--- config.mk ---
export PLATFORM = sky130hd
export DESIGN_NAME = adc_power_mode_sequencer
export DESIGN_NICKNAME = d
export VERILOG_FILES = /design/src/adc_seq_pkg.sv /design/src/adc_power_mode_sequencer.sv
export VERILOG_INCLUDE_DIRS = /design/src
export SDC_FILE = /design/constraint.sdc
export NUM_CORES = 1
export LEC_CHECK = 0
export ABC_AREA = 1
export ABC_CLOCK_PERIOD_IN_PS = 2600
export BUFFER_PORTS_ARGS = -buffer_cell sky130_fd_sc_hd__buf_2
export CAP_MARGIN = 40
export CORE_MARGIN = 2
export CORE_UTILIZATION = 55
export DETAILED_ROUTE_END_ITERATION = 8
export PLACE_DENSITY_LB_ADDON = 0.25
export SLEW_MARGIN = 10
export SYNTH_ARGS = -nofsm -noshare
export SYNTH_HDL_FRONTEND = slang
export SYNTH_SLANG_ARGS = --single-unit
--- constraint.sdc ---
create_clock -name ref_clk -period 2.6 [get_ports ref_clk]
set_clock_uncertainty 0.05 [all_clocks]
set_input_delay 0.13 -clock ref_clk [delete_from_list [all_inputs] [get_ports ref_clk]]
set_output_delay 0.13 -clock ref_clk [all_outputs]
set_load 0.01 [all_outputs]
--- src/adc_seq_params.svh ---
// Constants for the converter power and conversion sequencer.
// Assumes a 100 MHz core clock; all pin timing is derived from it.
`ifndef ADC_SEQ_PARAMS_SVH
`define ADC_SEQ_PARAMS_SVH

// ----------------------------------------------------------------------
// Timing
// ----------------------------------------------------------------------
`define CLK_PERIOD_NS 10
`define WAKE_TIME_NS 1500
`define REF_WAKE_TIME_NS 30000
`define CONV_TIME_NS 2300
`define TIMER_W 12

// ----------------------------------------------------------------------
// Serial framing
// ----------------------------------------------------------------------
`define FRAME_BITS 5'd16
`define READ_LAST_EDGE 5'd11
`define WRITE_UPDATE_EDGE 5'd13
`define RX_W 12
`define PS_HI_BIT 11
`define PS_LO_BIT 10
`define EXT_REF_BIT 9
`define RESULT_W 10
`define RESULT_PAD 6

// ----------------------------------------------------------------------
// Synchronised pin slots
// ----------------------------------------------------------------------
`define PIN_COUNT 5
`define PIN_TRIG 0
`define PIN_RFS 1
`define PIN_WFS 2
`define PIN_SCLK 3
`define PIN_DIN 4
// Idle pin levels: trigger and write sync high, the rest low
`define PIN_IDLE 5'h05

`endif

--- src/adc_seq_pkg.sv ---
// Types for the converter power and conversion sequencer.
// Assumes the constants header is included by the design file.
package adc_seq_pkg;

  // Power state, Gray coded along off -> wake -> ready -> convert
  typedef enum logic [1:0] {
    PWR_OFF = 2'b00,
    PWR_WAKE = 2'b01,
    PWR_READY = 2'b11,
    PWR_CONV = 2'b10
  } power_state_type;

  // Power-save field codes
  typedef enum logic [1:0] {
    PS_ALL_OFF = 2'b00,
    PS_AUTO_PARTIAL = 2'b01,
    PS_AUTO_FULL = 2'b10,
    PS_ALL_ON = 2'b11
  } power_save_type;

endpackage

--- src/adc_power_mode_sequencer.sv ---
// Power-mode sequencer and serial result port of a 10-bit sampling ADC.
// Assumes pin inputs are asynchronous to ref_clk and the SAR result input
// is stable when a conversion ends.
`timescale 1ns/1ps
`include "adc_seq_params.svh"

module adc_power_mode_sequencer #(
  parameter int WAKE_CYCLES = `WAKE_TIME_NS / `CLK_PERIOD_NS,
  parameter int REF_WAKE_CYCLES =
    (`REF_WAKE_TIME_NS + `CLK_PERIOD_NS - 1) / `CLK_PERIOD_NS,
  parameter int CONV_CYCLES = `CONV_TIME_NS / `CLK_PERIOD_NS
) (
  input wire logic ref_clk,
  input wire logic nrst,
  input wire logic clkEn,
  input wire logic conversionTriggerN,
  input wire logic readFrameSync,
  input wire logic writeFrameSync,
  input wire logic sclk,
  input wire logic din,
  input wire logic [`RESULT_W-1:0] sarResult,
  output logic doutO,
  output logic doutOe,
  output logic samplerHold,
  output logic analogPowerOn,
  output logic refPowerOn,
  output logic resultLoaded,
  output logic [1:0] powerSaveSel
);

  // ----------------------------------------------------------------------
  // Declarations
  // ----------------------------------------------------------------------
  // Synchroniser and edge signals
  logic [`PIN_COUNT-1:0] pinsIn;
  logic [`PIN_COUNT-1:0] syncA;
  logic [`PIN_COUNT-1:0] syncB;
  logic [`PIN_COUNT-1:0] syncC;
  logic [`PIN_COUNT-1:0] stable;
  logic [`PIN_COUNT-1:0] agree;
  logic [`PIN_COUNT-1:0] pinRise;
  logic [`PIN_COUNT-1:0] pinFall;
  logic trigRise;
  logic trigFall;
  logic trigLevel;
  logic sclkRise;
  logic sclkFall;

  // Power sequencing state
  adc_seq_pkg::power_state_type state;
  logic [`TIMER_W-1:0] timer;
  logic pendConv;
  logic convEnd;
  logic refCold;
  logic refKeep;
  logic autoCode;

  // Serial write port
  logic [`RX_W-1:0] rxShift;
  logic [4:0] wrRises;
  logic [4:0] wrFalls;
  logic wrArmed;
  logic ctrlUpdate;
  logic extRef;
  logic seenAllOff;
  logic softReset;

  // Serial read port and result latch
  logic [4:0] rdRises;
  logic rdArmed;
  logic [15:0] txShift;
  logic [15:0] outWord;
  logic pendLoad;
  logic loadNow;

  // ----------------------------------------------------------------------
  // Helper functions
  // ----------------------------------------------------------------------
  // Cycle count from a 32-bit parameter, cut to the timer width
  function automatic logic [`TIMER_W-1:0] toTimer(input int cycles);
    toTimer = cycles[`TIMER_W-1:0];
  endfunction

  // Bit counter step that saturates at the frame length
  function automatic logic [4:0] stepCount(input logic [4:0] cnt);
    stepCount = (cnt < `FRAME_BITS) ? cnt + 5'd1 : cnt;
  endfunction

  // ----------------------------------------------------------------------
  // Pin synchronisers
  // ----------------------------------------------------------------------
  // All pins share one synchroniser vector
  assign pinsIn[`PIN_TRIG] = conversionTriggerN;
  assign pinsIn[`PIN_RFS] = readFrameSync;
  assign pinsIn[`PIN_WFS] = writeFrameSync;
  assign pinsIn[`PIN_SCLK] = sclk;
  assign pinsIn[`PIN_DIN] = din;

  // Three stages; a level counts once stages two and three agree
  // Stages reset to the idle pin levels, so release shows no false edge
  always_ff @(posedge ref_clk or negedge nrst) begin
    if (!nrst) begin
      syncA <= `PIN_IDLE;
      syncB <= `PIN_IDLE;
      syncC <= `PIN_IDLE;
    end else if (clkEn) begin
      syncA <= pinsIn;
      syncB <= syncA;
      syncC <= syncB;
    end
  end

  // Agreement of stages two and three filters a one-sample glitch
  assign agree = ~(syncB ^ syncC);

  // Filtered level starts at the idle levels, matching the stages
  always_ff @(posedge ref_clk or negedge nrst) begin
    if (!nrst) begin
      stable <= `PIN_IDLE;
    end else if (clkEn) begin
      stable <= (stable & ~agree) | (syncC & agree);
    end
  end

  // Edges are seen in the cycle the filtered level is about to change
  assign pinRise = syncC & agree & ~stable;
  assign pinFall = ~syncC & agree & stable;
  assign trigRise = pinRise[`PIN_TRIG];
  assign trigFall = pinFall[`PIN_TRIG];
  assign trigLevel = stable[`PIN_TRIG];
  assign sclkRise = pinRise[`PIN_SCLK];
  assign sclkFall = pinFall[`PIN_SCLK];

  // ----------------------------------------------------------------------
  // Power state machine
  // ----------------------------------------------------------------------
  // Automatic codes wake on a trigger rise; end is the last timer cycle
  assign autoCode = (powerSaveSel == adc_seq_pkg::PS_AUTO_PARTIAL) ||
                    (powerSaveSel == adc_seq_pkg::PS_AUTO_FULL);
  assign convEnd = (state == adc_seq_pkg::PWR_CONV) && (timer == '0);

  // Cold internal reference costs the long wake unless external is used
  always_ff @(posedge ref_clk or negedge nrst) begin
    if (!nrst) begin
      state <= adc_seq_pkg::PWR_OFF;
      timer <= '0;
      pendConv <= 1'b0;
    end else if (clkEn) begin
      unique case (state)
        adc_seq_pkg::PWR_OFF: begin
          pendConv <= 1'b0;
          if (powerSaveSel == adc_seq_pkg::PS_ALL_ON ||
              (autoCode && trigRise)) begin
            state <= adc_seq_pkg::PWR_WAKE;
            timer <= (refCold && !extRef) ?
                     toTimer(REF_WAKE_CYCLES - 1) :
                     toTimer(WAKE_CYCLES - 1);
          end
        end
        adc_seq_pkg::PWR_WAKE: begin
          if (powerSaveSel == adc_seq_pkg::PS_ALL_OFF) begin
            state <= adc_seq_pkg::PWR_OFF;
          end else if (timer != '0) begin
            timer <= timer - 1'b1;
            // A fall during wake-up is remembered, not lost
            if (trigFall) begin
              pendConv <= 1'b1;
            end
          end else if (pendConv || trigFall) begin
            state <= adc_seq_pkg::PWR_CONV;
            timer <= toTimer(CONV_CYCLES - 1);
            pendConv <= 1'b0;
          end else begin
            state <= adc_seq_pkg::PWR_READY;
          end
        end
        adc_seq_pkg::PWR_READY: begin
          if (powerSaveSel == adc_seq_pkg::PS_ALL_OFF) begin
            state <= adc_seq_pkg::PWR_OFF;
          end else if (trigFall) begin
            state <= adc_seq_pkg::PWR_CONV;
            timer <= toTimer(CONV_CYCLES - 1);
          end
        end
        adc_seq_pkg::PWR_CONV: begin
          if (timer != '0) begin
            timer <= timer - 1'b1;
          // Code 00 written mid-conversion lets the conversion end first
          end else if (powerSaveSel == adc_seq_pkg::PS_ALL_OFF) begin
            state <= adc_seq_pkg::PWR_OFF;
          end else if (trigLevel ||
                       powerSaveSel == adc_seq_pkg::PS_ALL_ON) begin
            state <= adc_seq_pkg::PWR_READY;
          end else begin
            state <= adc_seq_pkg::PWR_OFF;
          end
        end
      endcase
    end
  end

  // Reference bookkeeping: partial sleep keeps it, first wake warms it
  always_ff @(posedge ref_clk or negedge nrst) begin
    if (!nrst) begin
      refCold <= 1'b1;
      refKeep <= 1'b0;
    end else if (clkEn) begin
      if (softReset || powerSaveSel == adc_seq_pkg::PS_ALL_OFF) begin
        refCold <= 1'b1;
      end else if (state == adc_seq_pkg::PWR_WAKE && timer == '0) begin
        refCold <= 1'b0;
      end
      if (convEnd) begin
        refKeep <= !trigLevel &&
                   powerSaveSel == adc_seq_pkg::PS_AUTO_PARTIAL;
      end else if (powerSaveSel == adc_seq_pkg::PS_ALL_OFF) begin
        refKeep <= 1'b0;
      end
    end
  end

  // Analog controls decode straight from registered state
  assign analogPowerOn = (state != adc_seq_pkg::PWR_OFF);
  assign refPowerOn = analogPowerOn || refKeep;
  assign samplerHold = (state == adc_seq_pkg::PWR_CONV);

  // ----------------------------------------------------------------------
  // Serial write port
  // ----------------------------------------------------------------------
  // Falling sync arms the write; data is taken on clock falls
  always_ff @(posedge ref_clk or negedge nrst) begin
    if (!nrst) begin
      wrArmed <= 1'b0;
      wrRises <= '0;
      wrFalls <= '0;
      rxShift <= '0;
    end else if (clkEn) begin
      if (pinFall[`PIN_WFS]) begin
        wrArmed <= 1'b1;
        wrRises <= '0;
        wrFalls <= '0;
      end else if (wrArmed) begin
        if (sclkFall && wrFalls < `FRAME_BITS) begin
          rxShift <= {rxShift[`RX_W-2:0], syncC[`PIN_DIN]};
          wrFalls <= stepCount(wrFalls);
        end
        if (sclkRise) begin
          wrRises <= stepCount(wrRises);
        end
      end
    end
  end

  // Update strobe is the single cycle in which the 13th rise is seen
  assign ctrlUpdate = clkEn && wrArmed && sclkRise &&
                      !pinFall[`PIN_WFS] &&
                      (stepCount(wrRises) == `WRITE_UPDATE_EDGE) &&
                      (wrRises != `WRITE_UPDATE_EDGE);

  // Control field; it resets to full power-down
  always_ff @(posedge ref_clk or negedge nrst) begin
    if (!nrst) begin
      powerSaveSel <= adc_seq_pkg::PS_ALL_OFF;
      extRef <= 1'b0;
    end else if (ctrlUpdate) begin
      powerSaveSel <= {rxShift[`PS_HI_BIT], rxShift[`PS_LO_BIT]};
      extRef <= rxShift[`EXT_REF_BIT];
    end
  end

  // Writing all-off then all-on fires one internal reset
  always_ff @(posedge ref_clk or negedge nrst) begin
    if (!nrst) begin
      seenAllOff <= 1'b0;
    end else if (ctrlUpdate) begin
      seenAllOff <= ({rxShift[`PS_HI_BIT], rxShift[`PS_LO_BIT]} ==
                     adc_seq_pkg::PS_ALL_OFF);
    end
  end

  // Reset strobe fires with the update that writes code 11
  assign softReset = ctrlUpdate && seenAllOff &&
                     ({rxShift[`PS_HI_BIT], rxShift[`PS_LO_BIT]} ==
                      adc_seq_pkg::PS_ALL_ON);

  // ----------------------------------------------------------------------
  // Result latch
  // ----------------------------------------------------------------------
  // A result arriving mid-read waits; a soft reset drops a new or waiting load
  assign loadNow = (convEnd || pendLoad) && !doutOe;

  always_ff @(posedge ref_clk or negedge nrst) begin
    if (!nrst) begin
      outWord <= '0;
      pendLoad <= 1'b0;
      resultLoaded <= 1'b0;
    end else if (clkEn) begin
      resultLoaded <= loadNow;
      if (softReset) begin
        outWord <= '0;
        pendLoad <= 1'b0;
      end else begin
        if (loadNow) begin
          outWord <= {sarResult, `RESULT_PAD'h0};
        end
        pendLoad <= (convEnd || pendLoad) && doutOe;
      end
    end
  end

  // ----------------------------------------------------------------------
  // Serial read port
  // ----------------------------------------------------------------------
  // First clock rise snapshots the word so a later load cannot tear it
  always_ff @(posedge ref_clk or negedge nrst) begin
    if (!nrst) begin
      rdArmed <= 1'b0;
      rdRises <= '0;
      txShift <= '0;
      doutOe <= 1'b0;
    end else if (clkEn) begin
      if (pinRise[`PIN_RFS] || softReset) begin
        rdArmed <= !softReset;
        rdRises <= '0;
        doutOe <= 1'b0;
      end else if (rdArmed && sclkRise && rdRises < `FRAME_BITS) begin
        rdRises <= stepCount(rdRises);
        if (rdRises == '0) begin
          txShift <= outWord;
          doutOe <= 1'b1;
        end else begin
          // Later rises shift; the 11th releases the pin
          txShift <= {txShift[14:0], 1'b0};
          if (stepCount(rdRises) == `READ_LAST_EDGE) begin
            doutOe <= 1'b0;
          end
        end
      end
    end
  end

  // Output bit is a register; the enable decides whether the pin drives
  assign doutO = txShift[15];

endmodule // adc_power_mode_sequencer

==> key figures, run 1 <==
Timing
  – Endpoints failing setup: 0
  – Pin slew with the least headroom to its limit: around 0.71 ns
  – Final period utilization: between 80% and 90%
  – RSZ-0062 raised after global routing: no
  – Fmax: ~0.44 GHz
  – Max Slew Vio Count: 0
  – Worst hold margin: approximately 0.031 ns
  – Slew HR: approximately 53%
  – Final Worst Setup Slack: about 0.3 ns
  – Min Tclk post-route: 2.30 ns
  – Final Hold Fails: 0

Hold path
  – Hold depth: 3
  – Worst hold path class: in -> reg
  – Hold path start: clkEn
  – Hold Path End: syncC[0]$_DFFE_PN1P_

Synthesis
  – Flops & latches, synth: between 90 and 100
  – Netlist cell types: slightly above 40
  – Synthesized area: between 4000 and 5000 um^2
  – Warnings, synthesis: 0
  – Syn nets: just under 600
  – Post-Synthesis Cells: ~560
  – Mean Syn Cell Area: between 8 and 9 um^2
  – Seq/Total Area, Yosys: around half

Finish
  – Commonest non-fill, non-tap cell in the layout: nand2_1
  – Nets: approximately 640
  – Commonest cells after routing, fill and taps aside: nand2_1 (141), dfrtp_1 (83), inv_1 (63), o21ai_0 (54), nand3_1 (41)
  – Share of cells above drive strength 1: 16.8%
  – ANT cells: 0
  – Fin area: 5360 um^2
  – Area grow syn2layout: 13.5%

Power and ir drop
  – Net switching fraction of the power: around 39%
  – Internal power: 3.12 mW
  – Combinational Power Share: between 30% and 40%
  – Max IR drop VDD: 0.463 mV
  – Share of total power in the clock network: about a fifth
  – Power Total: between 5 and 6 mW
  – Leakage: around 2.6 nW
  – Sequential Power Share: a little over two fifths
  – P_sw: approximately 2.0 mW
  – Cell area power density: 950 nW/um^2

Outcome
  – Status: finished clean

Detailed routing
  – Total wire length: 9310 um
  – Routed Antenna Nets: 0
  – Via count: 3,769
  – DRC: 0
  – Drt wl/cell: 12.9 um
  – Pre-antenna DRT Iters: 4
  – DRT iter0 DRCs: around 220
  – Mean number of vias per cell: around 5.2

Worst setup path
  – Setup Crit Path Kind: reg -> reg
  – R2r worst-path depth: 10
  – CP Max Fanout: 12
  – R2r startpoint: timer[0]$_DFFE_PN0P_
  – Crit start category: register
  – Kind of end point of the critical path: register
  – Critical Path AT: between 2 and 3 ns
  – Reg-to-reg endpoint: outWord[12]$_DFFE_PN0P_
  – Flop-to-flop setup slack: ~0.3 ns
  – WP data required: ~2.8 ns

CTS
  – Total clock sinks: between 90 and 100
  – Skew-Pair Late Insertion Delay: 0.36 ns
  – Clk root buf: clkbuf_8
  – Clock Tree Buf Depth: 2
  – CTS Buf Count: 9
  – Clk slew on worst S/H paths: 0.10 ns
  – Htree depth: 3
  – CTS tree: built

Floorplanning
  – Chip width: roughly 97 um
  – Starting density of the core: approximately 57%
  – Die ar.: between 9000 and 10,000 um^2
  – Rows: 33
  – Die H: around 97 um
  – Ports: 26
  – Core ar.: slightly above 8000 um^2

GRT
  – First-pass GRT wire length: around 16,000 um
  – Initial antenna violation count: 0
  – Largest net degree at the start of global routing: between 50 and 60
  – Gr usage total: a little over a fifth
  – Global route overflow: 0
  – Vias in the first global route: around 3.7k

Job
  – Max Cap Viol: 0

Placement
  – Port Buffers: 25
  – Post-Place Setup Slack: -0.0576 ns
  – Placed Area: between 4000 and 5000 um^2
  – Routability congestion estimate from global placement: 0.854
  – DP HPWL: around 6400 um
[repair_timing]
item                                   in CTS  in global routing
hold buffers                               16                  0
gates resized for setup                     1                  0
setup endpoints to repair                  10                  0
setup buffers                               0                  0
endpoints found under the hold margin      64                  0
[layout make-up]
class / instances / area, um^2
Fill cell: 693 / 2900
Clock buffer: 9 / 124
Sequential cell: 92 / 2310
Tap cell: 105 / 131
Multi-Input combinational cell: 386 / 2060
Inverter: 71 / 267
Timing Repair Buffer: 49 / 360
Clock inverter: 7 / 97.6
[through the flow]
stage	instances	util, %	TNS, ns
6_report	719	64.9	0
5_1_grt	719	64.9	0
4_1_cts	719	64.9	0
3_5_place_dp	687	60.2	-0.410
3_3_place_gp	687	60.2	0
2_1_floorplan	563	-	0
[per-layer routing]
layer	vias up	global-route usage [%]	wire, um
met5	-	0	0
met4	0	8.13	133
met3	12	3.25	275
met2	61	34.5	4510
met1	1780	28.6	4390
li1	1916	-	-
[how the worst max path moves through the flow]
stage	startpoint	endpoint	slack, ns	cells after the start
after floorplan	syncB[2]$_DFFE_PN1P_	txShift[14]$_DFFE_PN0P_	0.60	13
after global placement	timer[0]$_DFFE_PN0P_	outWord[13]$_DFFE_PN0P_	0.06	10
after detailed placement	timer[0]$_DFFE_PN0P_	outWord[12]$_DFFE_PN0P_	-0.06	10
after CTS	timer[0]$_DFFE_PN0P_	outWord[12]$_DFFE_PN0P_	0.31	10
after global routing	timer[0]$_DFFE_PN0P_	outWord[12]$_DFFE_PN0P_	0.06	10
final	timer[0]$_DFFE_PN0P_	outWord[12]$_DFFE_PN0P_	0.30	10
[kinds of logic after synthesis]
family,after synthesis,share of synthesized area (%)
simple gates,256,24.3
compound gates,100,12.6
flops,92,49.0
buf+inv,85,7.32
fa+ha+maj,15,3.98
xor+xnor,14,2.60
mux,1,0.239
[sequential cells by signal (all words and copies together), names as in the netlist, 2 cells and up, named ones only]
register      flops
txShift          10
rxShift          12
wrFalls           5
syncC             5
state             2
wrRises           5
powerSaveSel      2
syncA             5
rdRises           5
timer            12
outWord          10
syncB             5
[cells in the mapped netlist (all sizes together)]
| cell | number | area, um^2 |
|---|---|---|
| a211oi | 1 | 7.51 |
| a21boi | 1 | 7.51 |
| a21oi | 15 | 75.1 |
| a31oi | 1 | 12.5 |
| buf | 7 | 52.5 |
| clkbuf | 7 | 26.3 |
| clkinv | 3 | 11.3 |
| dfrtp | 83 | 2080 |
| dfstp | 9 | 236 |
| ha | 15 | 188 |
| inv | 68 | 255 |
| mux2 | 1 | 11.3 |
| nand2 | 147 | 577 |
| nand3 | 45 | 253 |
| nand4 | 7 | 43.8 |
| nor2 | 50 | 228 |
| nor3 | 5 | 30.0 |
| nor3b | 1 | 7.51 |
| o2111ai | 1 | 8.76 |
| o211ai | 3 | 32.5 |
| o21ai | 74 | 419 |
| o221ai | 1 | 8.76 |
| o22ai | 1 | 6.26 |
| o31ai | 1 | 7.51 |
| o32ai | 1 | 8.76 |
| or2 | 1 | 6.26 |
| xnor2 | 3 | 26.3 |
| xor2 | 11 | 96.3 |
[critical path: stages (launching register included)]
cell      delay [ns]
dfrtp_1         0.33
inv_1           0.08
ha_1            0.23
nand2_2         0.11
nor2_4          0.05
nand3_2         0.11
nor2_2          0.08
o21ai_2         0.45
clkinv_1        0.43
nand3_1         0.19
nand2_1         0.06
[power by group through the flow]
stage / Combinational, mW / Clock, mW / Sequential, mW
after floorplan: 1.37 / 0 / 2.18
after global placement: 1.71 / 0 / 2.23
after detailed placement: 1.76 / 0 / 2.25
after CTS: 1.79 / 1.10 / 2.22
after global routing: 2.05 / 1.15 / 2.29
final: 1.78 / 1.08 / 2.23
Note: power is estimated with default switching activity, not from simulation.
==> run 2, diff against run 1 <==
- PLACE_DENSITY_LB_ADDON: 0.25 -> 0.12
==> key figures, run 2 (synthesis gave the netlist of run 1 again) <==
Hold path
  – Hold path start: clkEn
  – Worst hold path class: in -> reg
  – Hold Path End: syncC[0]$_DFFE_PN1P_
  – Hold depth: 3 (unchanged)

Floorplanning
  – Core ar.: 8260 um^2 (unchanged)
  – Chip width: 96.6 um (unchanged)
  – Die ar.: 9340 um^2 (unchanged)
  – Starting density of the core: 57.2% (unchanged)
  – Ports: 26 (unchanged)
  – Die H: 96.6 um (unchanged)
  – Rows: 33 (unchanged)

Detailed routing
  – DRC: 0 (unchanged)
  – Pre-antenna DRT Iters: 4 (unchanged)
  – Drt wl/cell: 12.8 um (-1.0%)
  – DRT iter0 DRCs: 157 (-27%)
  – Routed Antenna Nets: 0 (unchanged)
  – Via count: 3,725 (-1.2%)
  – Total wire length: 9180 um (-1.4%)
  – Mean number of vias per cell: 5.20 (-0.75%)

Finish
  – Commonest non-fill, non-tap cell in the layout: nand2_1
  – ANT cells: 0 (unchanged)
  – Largest registers: rxShift x12, timer x12
  – Core Util, Final: 64.9% (about the same)
  – Fin area: 5360 um^2 (about the same)
  – Commonest cells after routing, fill and taps aside: nand2_1 (141), dfrtp_1 (83), inv_1 (63), o21ai_0 (54), nand3_1 (41)
  – Area grow syn2layout: 13.6% (about the same)
  – Share of cells above drive strength 1: 16.4% (-0.41 points)
  – Nets: 639 (-0.47%)

Worst setup path
  – Crit start category: register
  – Reg-to-reg endpoint: txShift[14]$_DFFE_PN0P_
  – Setup Crit Path Kind: reg -> reg
  – R2r worst-path depth: 12 (+2)
  – R2r startpoint: wrRises[1]$_DFFE_PN0P_
  – CP top delay family: simple AND/OR/NAND/NOR gates
  – Max stage delay cell, worst path: nor2_4
  – Buf/Inv on CP: 2 (unchanged)
  – CP peak stage delay: 0.45 ns (about the same)
  – WP data required: 2.80 ns (about the same)
  – Critical path cell sequence: inv_1 > ha_1 > o21ai_1 > nor2_1 > nand3_1 > nor2_4 > nand3_4 > nand2_4 > nor2_4 > inv_1 > nand2_1 > nand2_1
  – Flop-to-flop setup slack: 0.31 ns (about the same)
  – CP Max Fanout: 21 (+9)
  – Critical Path AT: 2.49 ns (about the same)
  – Kind of end point of the critical path: register

Timing
  – Final period utilization: 88.1% (-0.26 points)
  – Endpoints failing setup: 0 (unchanged)
  – Worst hold margin: 0.0567 ns (+0.0261 ns)
  – RSZ-0062 raised after global routing: no
  – Slew HR: 58.3% (+5.4 points)
  – Fmax: 0.437 GHz (+0.30%)
  – Min Tclk post-route: 2.29 ns (-0.00676 ns)
  – Pin slew with the least headroom to its limit: 0.626 ns (-0.0817 ns)
  – Final Hold Fails: 0 (unchanged)
  – Final setup TNS: 0 ns (unchanged)
  – Max Slew Vio Count: 0 (unchanged)

CTS
  – Htree depth: 3 (unchanged)
  – Clk root buf: clkbuf_8
  – Clock Tree Buf Depth: 2 (unchanged)
  – Postcts setup bufs: 0 (unchanged)
  – Clk slew on worst S/H paths: 0.09 ns (about the same)
  – CTS tree: built
  – Skew-Pair Late Insertion Delay: 0.36 ns (about the same)
  – Total clock sinks: 92 (unchanged)
  – CTS Buf Count: 9 (unchanged)

GRT
  – Vias in the first global route: 3,554 (-3.1%)
  – Largest net degree at the start of global routing: 50 (-9.1%)
  – Global route overflow: 0 (unchanged)
  – First-pass GRT wire length: 16,300 um (-0.29%)
  – Gr usage total: 21.2% (+0.048 points)
  – Initial antenna violation count: 0 (unchanged)

Power and ir drop
  – Cell area power density: 961 nW/um^2 (+1.2%)
  – Leakage: 2.64 nW (-0.19%)
  – Max IR drop VDD: 0.482 mV (+4.0%)

Job
  – Max Cap Viol: 0 (unchanged)

Placement
  – DP HPWL: 6200 um (-2.8%)
  – Port Buffers: 25 (unchanged)
  – Placed Area: 4950 um^2 (-0.45%)
  – Routability congestion estimate from global placement: 0.853 (-0.11%)

Outcome
  – Status: finished clean
run 2: changes by cell type in the layout (fill, tap and decap cells not counted), sizes merged:
| cell | previous run | this run |
|---|---|---|
| bufinv | 2 | 3 |
| inv | 70 | 69 |
| buf | 33 | 30 |
run 2: worst reg2reg max path: stages (launching register included):
cell     delay [ns]
dfrtp_1        0.40
inv_1          0.07
ha_1           0.27
o21ai_1        0.16
nor2_1         0.06
nand3_1        0.14
nor2_4         0.09
nand3_4        0.08
nand2_4        0.06
nor2_4         0.45
inv_1          0.19
nand2_1        0.11
nand2_1        0.05
run 2: layout make-up:
type | instances | area (um^2)
Tap cell | 105 | 131
Clock inverter | 7 | 123
Fill cell | 723 | 2900
Inverter | 71 | 267
Timing Repair Buffer | 46 | 338
Multi-Input combinational cell | 386 | 2060
Clock buffer | 9 | 124
Sequential cell | 92 | 2310
run 2: power by group:
| group | internal [mW] | switching (mW) | total, mW | leakage, nW |
|---|---|---|---|---|
| logic | 0.654 | 1.10 | 1.75 | 1.38 |
| registers | 1.91 | 0.336 | 2.24 | 1.14 |
| clock network | 0.643 | 0.515 | 1.16 | 0.116 |
run 2: how the worst max path moves through the flow:
stage	end	cells past startpoint	slack, ns	start
2_1_floorplan	txShift[14]$_DFFE_PN0P_	13	0.60	syncB[2]$_DFFE_PN1P_
3_3_place_gp	outWord[14]$_DFFE_PN0P_	10	0.19	timer[0]$_DFFE_PN0P_
3_5_place_dp	outWord[11]$_DFFE_PN0P_	10	0.09	timer[0]$_DFFE_PN0P_
4_1_cts	outWord[11]$_DFFE_PN0P_	10	0.08	timer[0]$_DFFE_PN0P_
5_1_grt	rdRises[2]$_DFFE_PN0P_	11	0.09	wrRises[1]$_DFFE_PN0P_
6_report	txShift[14]$_DFFE_PN0P_	12	0.31	wrRises[1]$_DFFE_PN0P_
run 2: routing by layer:
metal  up-vias  share of wire (%)  GRT usage [%]
li1       1898                  -              -
met1      1753                 49           29.4
met2        64                 47           33.5
met3        10                2.7           4.34
met4         0                1.4           6.83
met5         -                  0              0
run 2: timing repair:
action,in CTS,in global routing
gates resized for setup,0,1
hold buffers,16,0
endpoints found under the setup margin,0,10
hold endpoints to repair,58,0
run 2: metrics by stage:
step / power [mW] / worst slack [ns] / instances
after global placement: 3.93 / 0.188 / 684
after CTS: 5.19 / 0.0760 / 716
after detailed placement: 4.00 / 0.0888 / 684
after floorplan: 3.56 / 0.600 / 563
final: 5.15 / 0.310 / 716
after global routing: 5.60 / 0.0919 / 716
